**config.mk**
```make
export PLATFORM = sky130hd
export DESIGN_NAME = mpd_phy_flat
export DESIGN_NICKNAME = d
export VERILOG_FILES = /design/src/hw/mpd_pkg.sv /design/src/hw/mpd_mii_if.sv /design/src/hw/mpd_phy.sv /design/src/flat_wrapper.sv
export SDC_FILE = /design/constraint.sdc
export NUM_CORES = 1
export LEC_CHECK = 0
export BUFFER_PORTS_ARGS = -buffer_cell sky130_fd_sc_hd__buf_2
export CAP_MARGIN = 10
export CORE_MARGIN = 1.5
export CORE_UTILIZATION = 58
export DETAILED_ROUTE_END_ITERATION = 8
export HOLD_SLACK_MARGIN = 0.03
export PLACE_DENSITY = 0.79
export SLEW_MARGIN = 40
export SYNTH_ARGS = -nofsm -noshare
export SYNTH_HDL_FRONTEND = slang
export SYNTH_SLANG_ARGS = --single-unit
export TNS_END_PERCENT = 30
```
**constraint.sdc**
```tcl
create_clock -name i_mclk -period 3.1 [get_ports i_mclk]
set_input_delay 0.62 -clock i_mclk [delete_from_list [all_inputs] [get_ports i_mclk]]
set_output_delay 0.62 -clock i_mclk [all_outputs]
set_load 0.02 [all_outputs]
```
**src/hw/mpd_pkg.sv**
```systemverilog
// Shared constants for the media independent interface data path.
package mpd_pkg;

  // System clock rate and the two link clock rates.
  localparam int CLK_HZ = 125_000_000;
  localparam int LINK100_HZ = 25_000_000;
  localparam int LINK10_HZ = 2_500_000;

  // Link clock divide ratios in system cycles.
  localparam int DIV100 = CLK_HZ / LINK100_HZ;
  localparam int DIV10 = CLK_HZ / LINK10_HZ;
  localparam logic [5:0] DIV100_M1 = 6'(DIV100 - 1);
  localparam logic [5:0] DIV10_M1 = 6'(DIV10 - 1);
  localparam logic [5:0] HALF100 = 6'(DIV100 / 2);
  localparam logic [5:0] HALF10 = 6'(DIV10 / 2);

  // Nibble width and receive buffer shape.
  localparam int NIB_W = 4;
  localparam int RXQ_W = NIB_W + 1;
  localparam int RXQ_D = 8;

  // Values after reset.
  localparam logic [5:0] CNT_RST = 6'h00;
  localparam logic [3:0] NIB_RST = 4'h0;

endpackage : mpd_pkg

```
**src/hw/mpd_mii_if.sv**
```systemverilog
// Media independent interface wires between the transceiver and the controller.
`timescale 1ns/100ps
`default_nettype none

interface mpd_mii_if;
  // Transmit group, driven by the controller.
  logic [3:0] txd;
  logic tx_en;
  logic tx_er;
  // Clocks, driven by the transceiver.
  logic tx_clk;
  logic rx_clk;
  // Receive group and line status, driven by the transceiver.
  logic [3:0] rxd;
  logic rx_dv;
  logic rx_er;
  logic col;
  logic crs;

  modport phy (
    input txd, tx_en, tx_er,
    output tx_clk, rx_clk, rxd, rx_dv, rx_er, col, crs
  );

  modport mac (
    output txd, tx_en, tx_er,
    input tx_clk, rx_clk, rxd, rx_dv, rx_er, col, crs
  );
endinterface : mpd_mii_if

`default_nettype wire

```
**src/hw/mpd_phy.sv**
```systemverilog
// Transceiver end of the interface data path, with its receive buffer.
//
// What this block and the controller do
// RULE1 - Controller moves transmit nibble with transmit clock.
// RULE2 - Bit zero holds earliest serial bit.
// RULE3 - Transmit enable marks exactly the valid nibbles.
// RULE4 - Transceiver makes both clocks, 2.5/25 MHz.
// RULE5 - Receive nibble changes only with receive clock.
// RULE6 - Receive valid high exactly for valid nibbles.
// RULE7 - Controller flags transmit errors with transmit clock.
// RULE8 - Receive error raised in step with clock.
// RULE9 - Collision output held high while collision lasts.
// RULE10 - Collision stays low in full duplex.
// RULE11 - Half duplex: carrier on transmit or receive.
// RULE12 - Full duplex: carrier only on receive.
// RULE13 - Carrier rises anytime, falls with receive clock.
// RULE14 - Transmit group sampled at transmit clock rise.
`timescale 1ns/100ps
`default_nettype none

////////////////////////////////////////////////////////////////////////////////
// Flip-flop FIFO with valid and ready on both sides.
module mpd_fifo #(
  parameter int WIDTH = 5,
  parameter int DEPTH = 8
) (
  // Clock and reset.
  input wire logic i_mclk,
  input wire logic i_rst,
  // Filling side.
  input wire logic i_in_valid,
  input wire logic [WIDTH-1:0] i_in_data,
  output logic o_in_ready,
  // Draining side.
  output logic o_out_valid,
  output logic [WIDTH-1:0] o_out_data,
  input wire logic i_out_ready
);
  localparam int AW = $clog2(DEPTH);

  logic [WIDTH-1:0] mem_q [DEPTH];
  logic [AW-1:0] wr_q;
  logic [AW-1:0] rd_q;
  logic [AW:0] cnt_q;
  logic [AW:0] cnt_d;
  logic rdy_q;
  logic empty_q;
  logic push;
  logic pop;

  // Handshakes complete only against the registered flags.
  assign push = i_in_valid & rdy_q;
  assign pop = i_out_ready & ~empty_q;
  assign o_in_ready = rdy_q; // Straight from a flop, not through an inverter.
  assign o_out_valid = ~empty_q;
  assign o_out_data = mem_q[rd_q];

  // One storage word per entry, written when the write pointer selects it.
  for (genvar e = 0; e < DEPTH; e++) begin : g_entry
    always_ff @(posedge i_mclk) begin
      if (push && wr_q == AW'(e)) begin
        mem_q[e] <= i_in_data;
      end
    end
  end

  // Next fill level from this cycle's push and pop.
  always_comb begin
    cnt_d = cnt_q;
    if (push && !pop) begin
      cnt_d = cnt_q + (AW+1)'(1);
    end else if (pop && !push) begin
      cnt_d = cnt_q - (AW+1)'(1);
    end
  end

  // Pointers, fill level and the flags derived from it.
  always_ff @(posedge i_mclk) begin
    if (i_rst) begin
      wr_q <= '0;
      rd_q <= '0;
      cnt_q <= '0;
      rdy_q <= 1'b1;
      empty_q <= 1'b1;
    end else begin
      if (push) begin
        wr_q <= (wr_q == AW'(DEPTH - 1)) ? '0 : wr_q + AW'(1);
      end
      if (pop) begin
        rd_q <= (rd_q == AW'(DEPTH - 1)) ? '0 : rd_q + AW'(1);
      end
      cnt_q <= cnt_d;
      rdy_q <= (cnt_d != (AW+1)'(DEPTH));
      empty_q <= (cnt_d == '0);
    end
  end
endmodule : mpd_fifo

////////////////////////////////////////////////////////////////////////////////
// Transceiver end: makes the link clocks, takes transmit nibbles, sends receive
// nibbles and reports carrier and collision.
module mpd_phy (
  // Clock and reset.
  input wire logic i_mclk,
  input wire logic i_rst,
  // Mode: link speed and the duplex control bit.
  input wire logic i_speed100,
  input wire logic i_full_duplex,
  // Line status from the receiver.
  input wire logic i_carrier,
  // Receive nibbles from the line decoder.
  input wire logic i_rx_valid,
  input wire logic [3:0] i_rx_nib,
  input wire logic i_rx_err,
  output logic o_rx_ready,
  // Transmit nibbles to the line encoder.
  output logic o_tx_valid,
  output logic [3:0] o_tx_nib,
  output logic o_tx_err,
  output logic o_tx_active,
  // Link to the controller.
  mpd_mii_if.phy mii
);
  logic [5:0] cnt_q;
  logic [5:0] cnt_d;
  logic [5:0] div_m1;
  logic [5:0] half;
  logic clk_q;
  logic rise;
  logic fall;
  logic q_valid;
  logic [mpd_pkg::RXQ_W-1:0] q_data;
  logic [3:0] rxd_q;
  logic rx_dv_q;
  logic rx_er_q;
  logic crs_q;
  logic col_q;
  logic want_crs;

  //////////////////////////////////////////////////////////////////////////////
  // Link clock divider.

  // Ratio picked by the speed; a change takes effect on the next system cycle, mid-count.
  assign div_m1 = i_speed100 ? mpd_pkg::DIV100_M1 : mpd_pkg::DIV10_M1; // RULE4
  assign half = i_speed100 ? mpd_pkg::HALF100 : mpd_pkg::HALF10;
  assign cnt_d = (cnt_q >= div_m1) ? mpd_pkg::CNT_RST : cnt_q + 6'h01;

  // Low for the first part of the count and high for the last half, so the
  // clock leaves reset with a full low phase instead of a runt high pulse.
  assign rise = (cnt_q == div_m1 - half);
  assign fall = (cnt_q >= div_m1);

  // One counter drives both link clocks, so they share phase and rate.
  always_ff @(posedge i_mclk) begin
    if (i_rst) begin
      cnt_q <= mpd_pkg::CNT_RST;
      clk_q <= 1'b0;
    end else begin
      cnt_q <= cnt_d;
      clk_q <= (cnt_d > div_m1 - half); // RULE4
    end
  end

  assign mii.tx_clk = clk_q; // RULE4
  assign mii.rx_clk = clk_q; // RULE4

  //////////////////////////////////////////////////////////////////////////////
  // Transmit side.

  // The controller launches from the same system clock a few cycles after the
  // rise, so the group is stable here without a synchroniser.
  always_ff @(posedge i_mclk) begin
    if (i_rst) begin
      o_tx_valid <= 1'b0;
      o_tx_nib <= mpd_pkg::NIB_RST;
      o_tx_err <= 1'b0;
      o_tx_active <= 1'b0;
    end else begin
      o_tx_valid <= rise & mii.tx_en; // RULE14
      if (rise) begin
        o_tx_nib <= mii.txd; // RULE2
        o_tx_err <= mii.tx_er; // RULE14
        o_tx_active <= mii.tx_en; // RULE14
      end
    end
  end

  //////////////////////////////////////////////////////////////////////////////
  // Receive side.

  // The buffer drains one nibble per link clock, so the decoder sees it fill.
  mpd_fifo #(
    .WIDTH(mpd_pkg::RXQ_W),
    .DEPTH(mpd_pkg::RXQ_D)
  ) u_rxq (
    .i_mclk(i_mclk),
    .i_rst(i_rst),
    .i_in_valid(i_rx_valid),
    .i_in_data({i_rx_err, i_rx_nib}),
    .o_in_ready(o_rx_ready),
    .o_out_valid(q_valid),
    .o_out_data(q_data),
    .i_out_ready(fall)
  );

  // Receive group changes only at the falling link edge, stable at the rise.
  always_ff @(posedge i_mclk) begin
    if (i_rst) begin
      rxd_q <= mpd_pkg::NIB_RST;
      rx_dv_q <= 1'b0;
      rx_er_q <= 1'b0;
    end else if (fall) begin
      rxd_q <= q_valid ? q_data[3:0] : mpd_pkg::NIB_RST; // RULE5
      rx_dv_q <= q_valid; // RULE6
      rx_er_q <= q_valid & q_data[4]; // RULE8
    end
  end

  assign mii.rxd = rxd_q; // RULE2
  assign mii.rx_dv = rx_dv_q;
  assign mii.rx_er = rx_er_q;

  //////////////////////////////////////////////////////////////////////////////
  // Carrier sense and collision.

  // Own transmission counts toward carrier only in half duplex.
  assign want_crs = i_carrier | (~i_full_duplex & o_tx_active); // RULE11 RULE12

  // Carrier rises at once but falls only on a falling link edge.
  always_ff @(posedge i_mclk) begin
    if (i_rst) begin
      crs_q <= 1'b0;
    end else if (want_crs) begin
      crs_q <= 1'b1; // RULE13
    end else if (fall) begin
      crs_q <= 1'b0; // RULE13
    end
  end

  // Collision holds while both transmitting and receiving in half duplex.
  always_ff @(posedge i_mclk) begin
    if (i_rst) begin
      col_q <= 1'b0;
    end else begin
      col_q <= ~i_full_duplex & o_tx_active & i_carrier; // RULE9 RULE10
    end
  end

  assign mii.crs = crs_q;
  assign mii.col = col_q;
endmodule : mpd_phy

`default_nettype wire

```
**src/flat_wrapper.sv**
```systemverilog
// flat-port wrapper written by rule: the top's interface ports become plain ports
module mpd_phy_flat 
  (i_mclk, i_rst, i_speed100, i_full_duplex, i_carrier, i_rx_valid, i_rx_nib, i_rx_err, o_rx_ready, o_tx_valid, o_tx_nib, o_tx_err, o_tx_active, mii_txd, mii_tx_en, mii_tx_er, mii_tx_clk, mii_rx_clk, mii_rxd, mii_rx_dv, mii_rx_er, mii_col, mii_crs);
  mpd_mii_if mii_i ();
  input wire logic i_mclk;
  input wire logic i_rst;
  input wire logic i_speed100;
  input wire logic i_full_duplex;
  input wire logic i_carrier;
  input wire logic i_rx_valid;
  input wire logic [3:0] i_rx_nib;
  input wire logic i_rx_err;
  output logic o_rx_ready;
  output logic o_tx_valid;
  output logic [3:0] o_tx_nib;
  output logic o_tx_err;
  output logic o_tx_active;
  input wire logic [$bits(mii_i.txd)-1:0] mii_txd;
  input wire logic [$bits(mii_i.tx_en)-1:0] mii_tx_en;
  input wire logic [$bits(mii_i.tx_er)-1:0] mii_tx_er;
  output wire logic [$bits(mii_i.tx_clk)-1:0] mii_tx_clk;
  output wire logic [$bits(mii_i.rx_clk)-1:0] mii_rx_clk;
  output wire logic [$bits(mii_i.rxd)-1:0] mii_rxd;
  output wire logic [$bits(mii_i.rx_dv)-1:0] mii_rx_dv;
  output wire logic [$bits(mii_i.rx_er)-1:0] mii_rx_er;
  output wire logic [$bits(mii_i.col)-1:0] mii_col;
  output wire logic [$bits(mii_i.crs)-1:0] mii_crs;
  assign mii_i.txd = mii_txd;
  assign mii_i.tx_en = mii_tx_en;
  assign mii_i.tx_er = mii_tx_er;
  assign mii_tx_clk = mii_i.tx_clk;
  assign mii_rx_clk = mii_i.rx_clk;
  assign mii_rxd = mii_i.rxd;
  assign mii_rx_dv = mii_i.rx_dv;
  assign mii_rx_er = mii_i.rx_er;
  assign mii_col = mii_i.col;
  assign mii_crs = mii_i.crs;
  mpd_phy u_core (.i_mclk(i_mclk), .i_rst(i_rst), .i_speed100(i_speed100), .i_full_duplex(i_full_duplex), .i_carrier(i_carrier), .i_rx_valid(i_rx_valid), .i_rx_nib(i_rx_nib), .i_rx_err(i_rx_err), .o_rx_ready(o_rx_ready), .o_tx_valid(o_tx_valid), .o_tx_nib(o_tx_nib), .o_tx_err(o_tx_err), .o_tx_active(o_tx_active), .mii(mii_i));
endmodule
```
==> flow_metrics.tcl <==
set metrics [dict create \
    status "finished clean" \
    ant_nets 0 \
    synth_edf_count 40 \
    synth_cell_type_count 43 \
    hold_path_class "reg2reg" \
    clockBufferDepth 2 \
    antenna_found_initial 0 \
    grt_usage 0.211 \
    drv_slew 0 \
    setup_viol 0 \
    synth_seq_cells 77 \
    viasPerCell 5.62 \
    layout-drive-gt1-share 0.236 \
    clk_latency_ps 330 \
    io_pins 35 \
    cap_violations 0 \
    hold_depth 1 \
    antenna_cells 0 \
    ff2ff_path_depth 12 \
    arrival_ps 2920 \
    syn-num-nets 286 \
    num_rows 27 \
    cts.sinks 77 \
    worstSetupStartpointType "primary input" \
    r2r_setup_slack_ps 410 \
    synthFlopType "edfxtp_1" \
    start_util 0.601 \
    grt_pass1_vias 1986 \
    rsz0062_at_grt "false" \
    dp_cells 348 \
    cts-root-buf "clkbuf_8" \
    ys_warn_count 0 \
    cp.required_ps 3320 \
    ys_seq_area_frac 0.587 \
    leakage_nw 1.56 \
    final_cell_count_no_fill 364 \
    numCtsBuffers 9 \
    postCtsSetupRepairBufs 0 \
    worst_slew_pin_slew_ps 685 \
    gr-total-overflow 0 \
    die_area_sq_mm 0.00617 \
    ys_async_sr_fraction 0 \
    holdWs_ps 466 \
    clk_pin_slew_ps 70 \
    fp.dieH_um 78.5 \
    h-tree-depth 3 \
    nNetsFinal 322 \
    avgSynthCellArea_sq_um 13.2 \
    ir_worst_vdd_mv 0.287 \
    tritoncts "built" \
    min_period_ps 2700 \
    wl_per_cell_um 16.1 \
    worstSetupPathType "in2reg" \
    remaining_drc_errors 0 \
    yosys.area.top_type "edfxtp_1" \
    clock-skew-final_ps 5.05 \
    finalSetupTns_ps 0 \
    syn_area_sq_mm 0.00331 \
    grt_first_pass_wirelength_mm 9.72 \
    cts_hold_buf 0 \
    period_share 0.871 \
    netlist_instances 251 \
    power_per_cell_area_mw_per_mm2 558 \
    yosys.area.top_type_share 0.363 \
    core_sq_mm 0.00551 \
    finalWirelength_mm 5.86 \
    area_growth_pct 12.2 \
    drt_iter0_markers 113 \
    crit_fanout 7 \
    worstSetupEndpointType "register" \
    finalPower_w 0.00207 \
    dpl.hpwl_mm 4.02 \
    drt_first_pass_iters 4 \
    max_clock_freq_mhz 370 \
    maxSlewHeadroom 0.543 \
    vias 2044 \
    gp_congestion 0.802 \
    synthTopCellsByArea "edfxtp_1, dfxtp_1, ha_1" \
    hold_viol 0 \
    die_w_um 78.5 \
    grt_max_degree 22 \
    numPortBuffers 34 \
    synth_common_cells "edfxtp_1, dfxtp_1, nor2_1, ha_1" \
    synth.most_common_cell "edfxtp_1" \
    ctsResizeCount 0 \
]
-- layer usage --
| layer | vias to the layer above | track usage | routed length [um] |
|---|---|---|---|
| met1 | 989 | 0.289 | 2750 |
| met2 | 51 | 0.319 | 2760 |
| met4 | 0 | 0.113 | 68 |
| met5 | - | 0 | 0 |
| li1 | 999 | - | - |
| met3 | 5 | 0.0395 | 282 |
-- sequential cells by signal, summed over array words and instances (netlist names), 3 cells and up, named ones only --
name and cells:
u_core.cnt_q 6, u_core.mii.rxd 4, u_core.o_tx_nib 4, u_core.u_rxq.cnt_q 4, u_core.u_rxq.mem_q 40, u_core.u_rxq.rd_q 3, u_core.u_rxq.wr_q 3
-- worst max-delay path, stage by stage --
cell and delay, ps:
buf_2 160, inv_1 90, ha_1 290, or3b_1 400
a21oi_2 200, nand2_1 180, nor2_1 160, ha_1 270
o21a_1 200, o22ai_1 120, a21oi_1 80, nor2_1 110
nor2_1 50
-- metrics by stage --
step                      area, sq um  utilization  setup slack (ps)
after floorplan                  3310            -               478
after global placement           3530        0.640               180
after detailed placement         3530        0.640              46.7
after CTS                        3710        0.674               403
after global routing             3710        0.674               276
final                            3710        0.674               399
-- layout make-up --
| class | instances | area (sq um) |
|---|---|---|
| clock inverters | 1 | 5.00 |
| clock buffers | 15 | 180 |
| inverters | 11 | 41.3 |
| repair buffers | 35 | 178 |
| well taps | 72 | 90.1 |
| multi-input cells | 153 | 1270 |
| flip-flops and latches | 77 | 1940 |
| fillers | 405 | 1800 |
-- kinds of logic (layout without fill, tap and decap cells) --
group,after synthesis,in the layout,share of synthesized area
DFF,77,77,0.587
AOI/OAI and AO/OA,33,33,0.0719
adders and majority gates,19,19,0.0715
buffers and inverters,21,62,0.0276
muxes,26,26,0.118
xor gates and xnor gates,8,8,0.0212
and+or+nand+nor,67,67,0.102
-- path summary, 6_finish.rpt --
check                   startpoint           endpoint
hold reg to reg   u_core.mii.rx_dv   u_core.mii.rx_dv
hold / removal    u_core.mii.rx_dv   u_core.mii.rx_dv
setup / recovery        i_speed100  u_core.mii.rx_clk
setup reg to reg   u_core.cnt_q[0]  u_core.mii.rx_clk
-- where the power goes --
| part | internal [W] | switching [W] |
|---|---|---|
| sequential | 0.00111 | 0.0000362 |
| clock | 0.000366 | 0.000333 |
| combinational | 0.000102 | 0.000125 |
| total | 0.00158 | 0.000494 |
-- cell usage in the layout (no fill, tap or decap), types with 3 or more instances in the layout --
cell type | netlist | routed
a22o_1 | 5 | 5
mux4_2 | 10 | 10
nor3_1 | 3 | 3
ha_1 | 18 | 18
and2_1 | 4 | 4
clkbuf_8 | 0 | 12
xnor2_1 | 4 | 4
nand3_1 | 3 | 3
and3_1 | 8 | 8
a21o_1 | 4 | 4
mux2_2 | 5 | 5
edfxtp_1 | 40 | 40
a21oi_1 | 10 | 10
mux2i_1 | 11 | 11
nor2_1 | 27 | 27
nor3b_1 | 3 | 3
buf_2 | 1 | 34
nand2_1 | 9 | 9
inv_1 | 11 | 11
xor2_1 | 4 | 4
dfxtp_1 | 37 | 37
(Power assumes the default switching activity.)
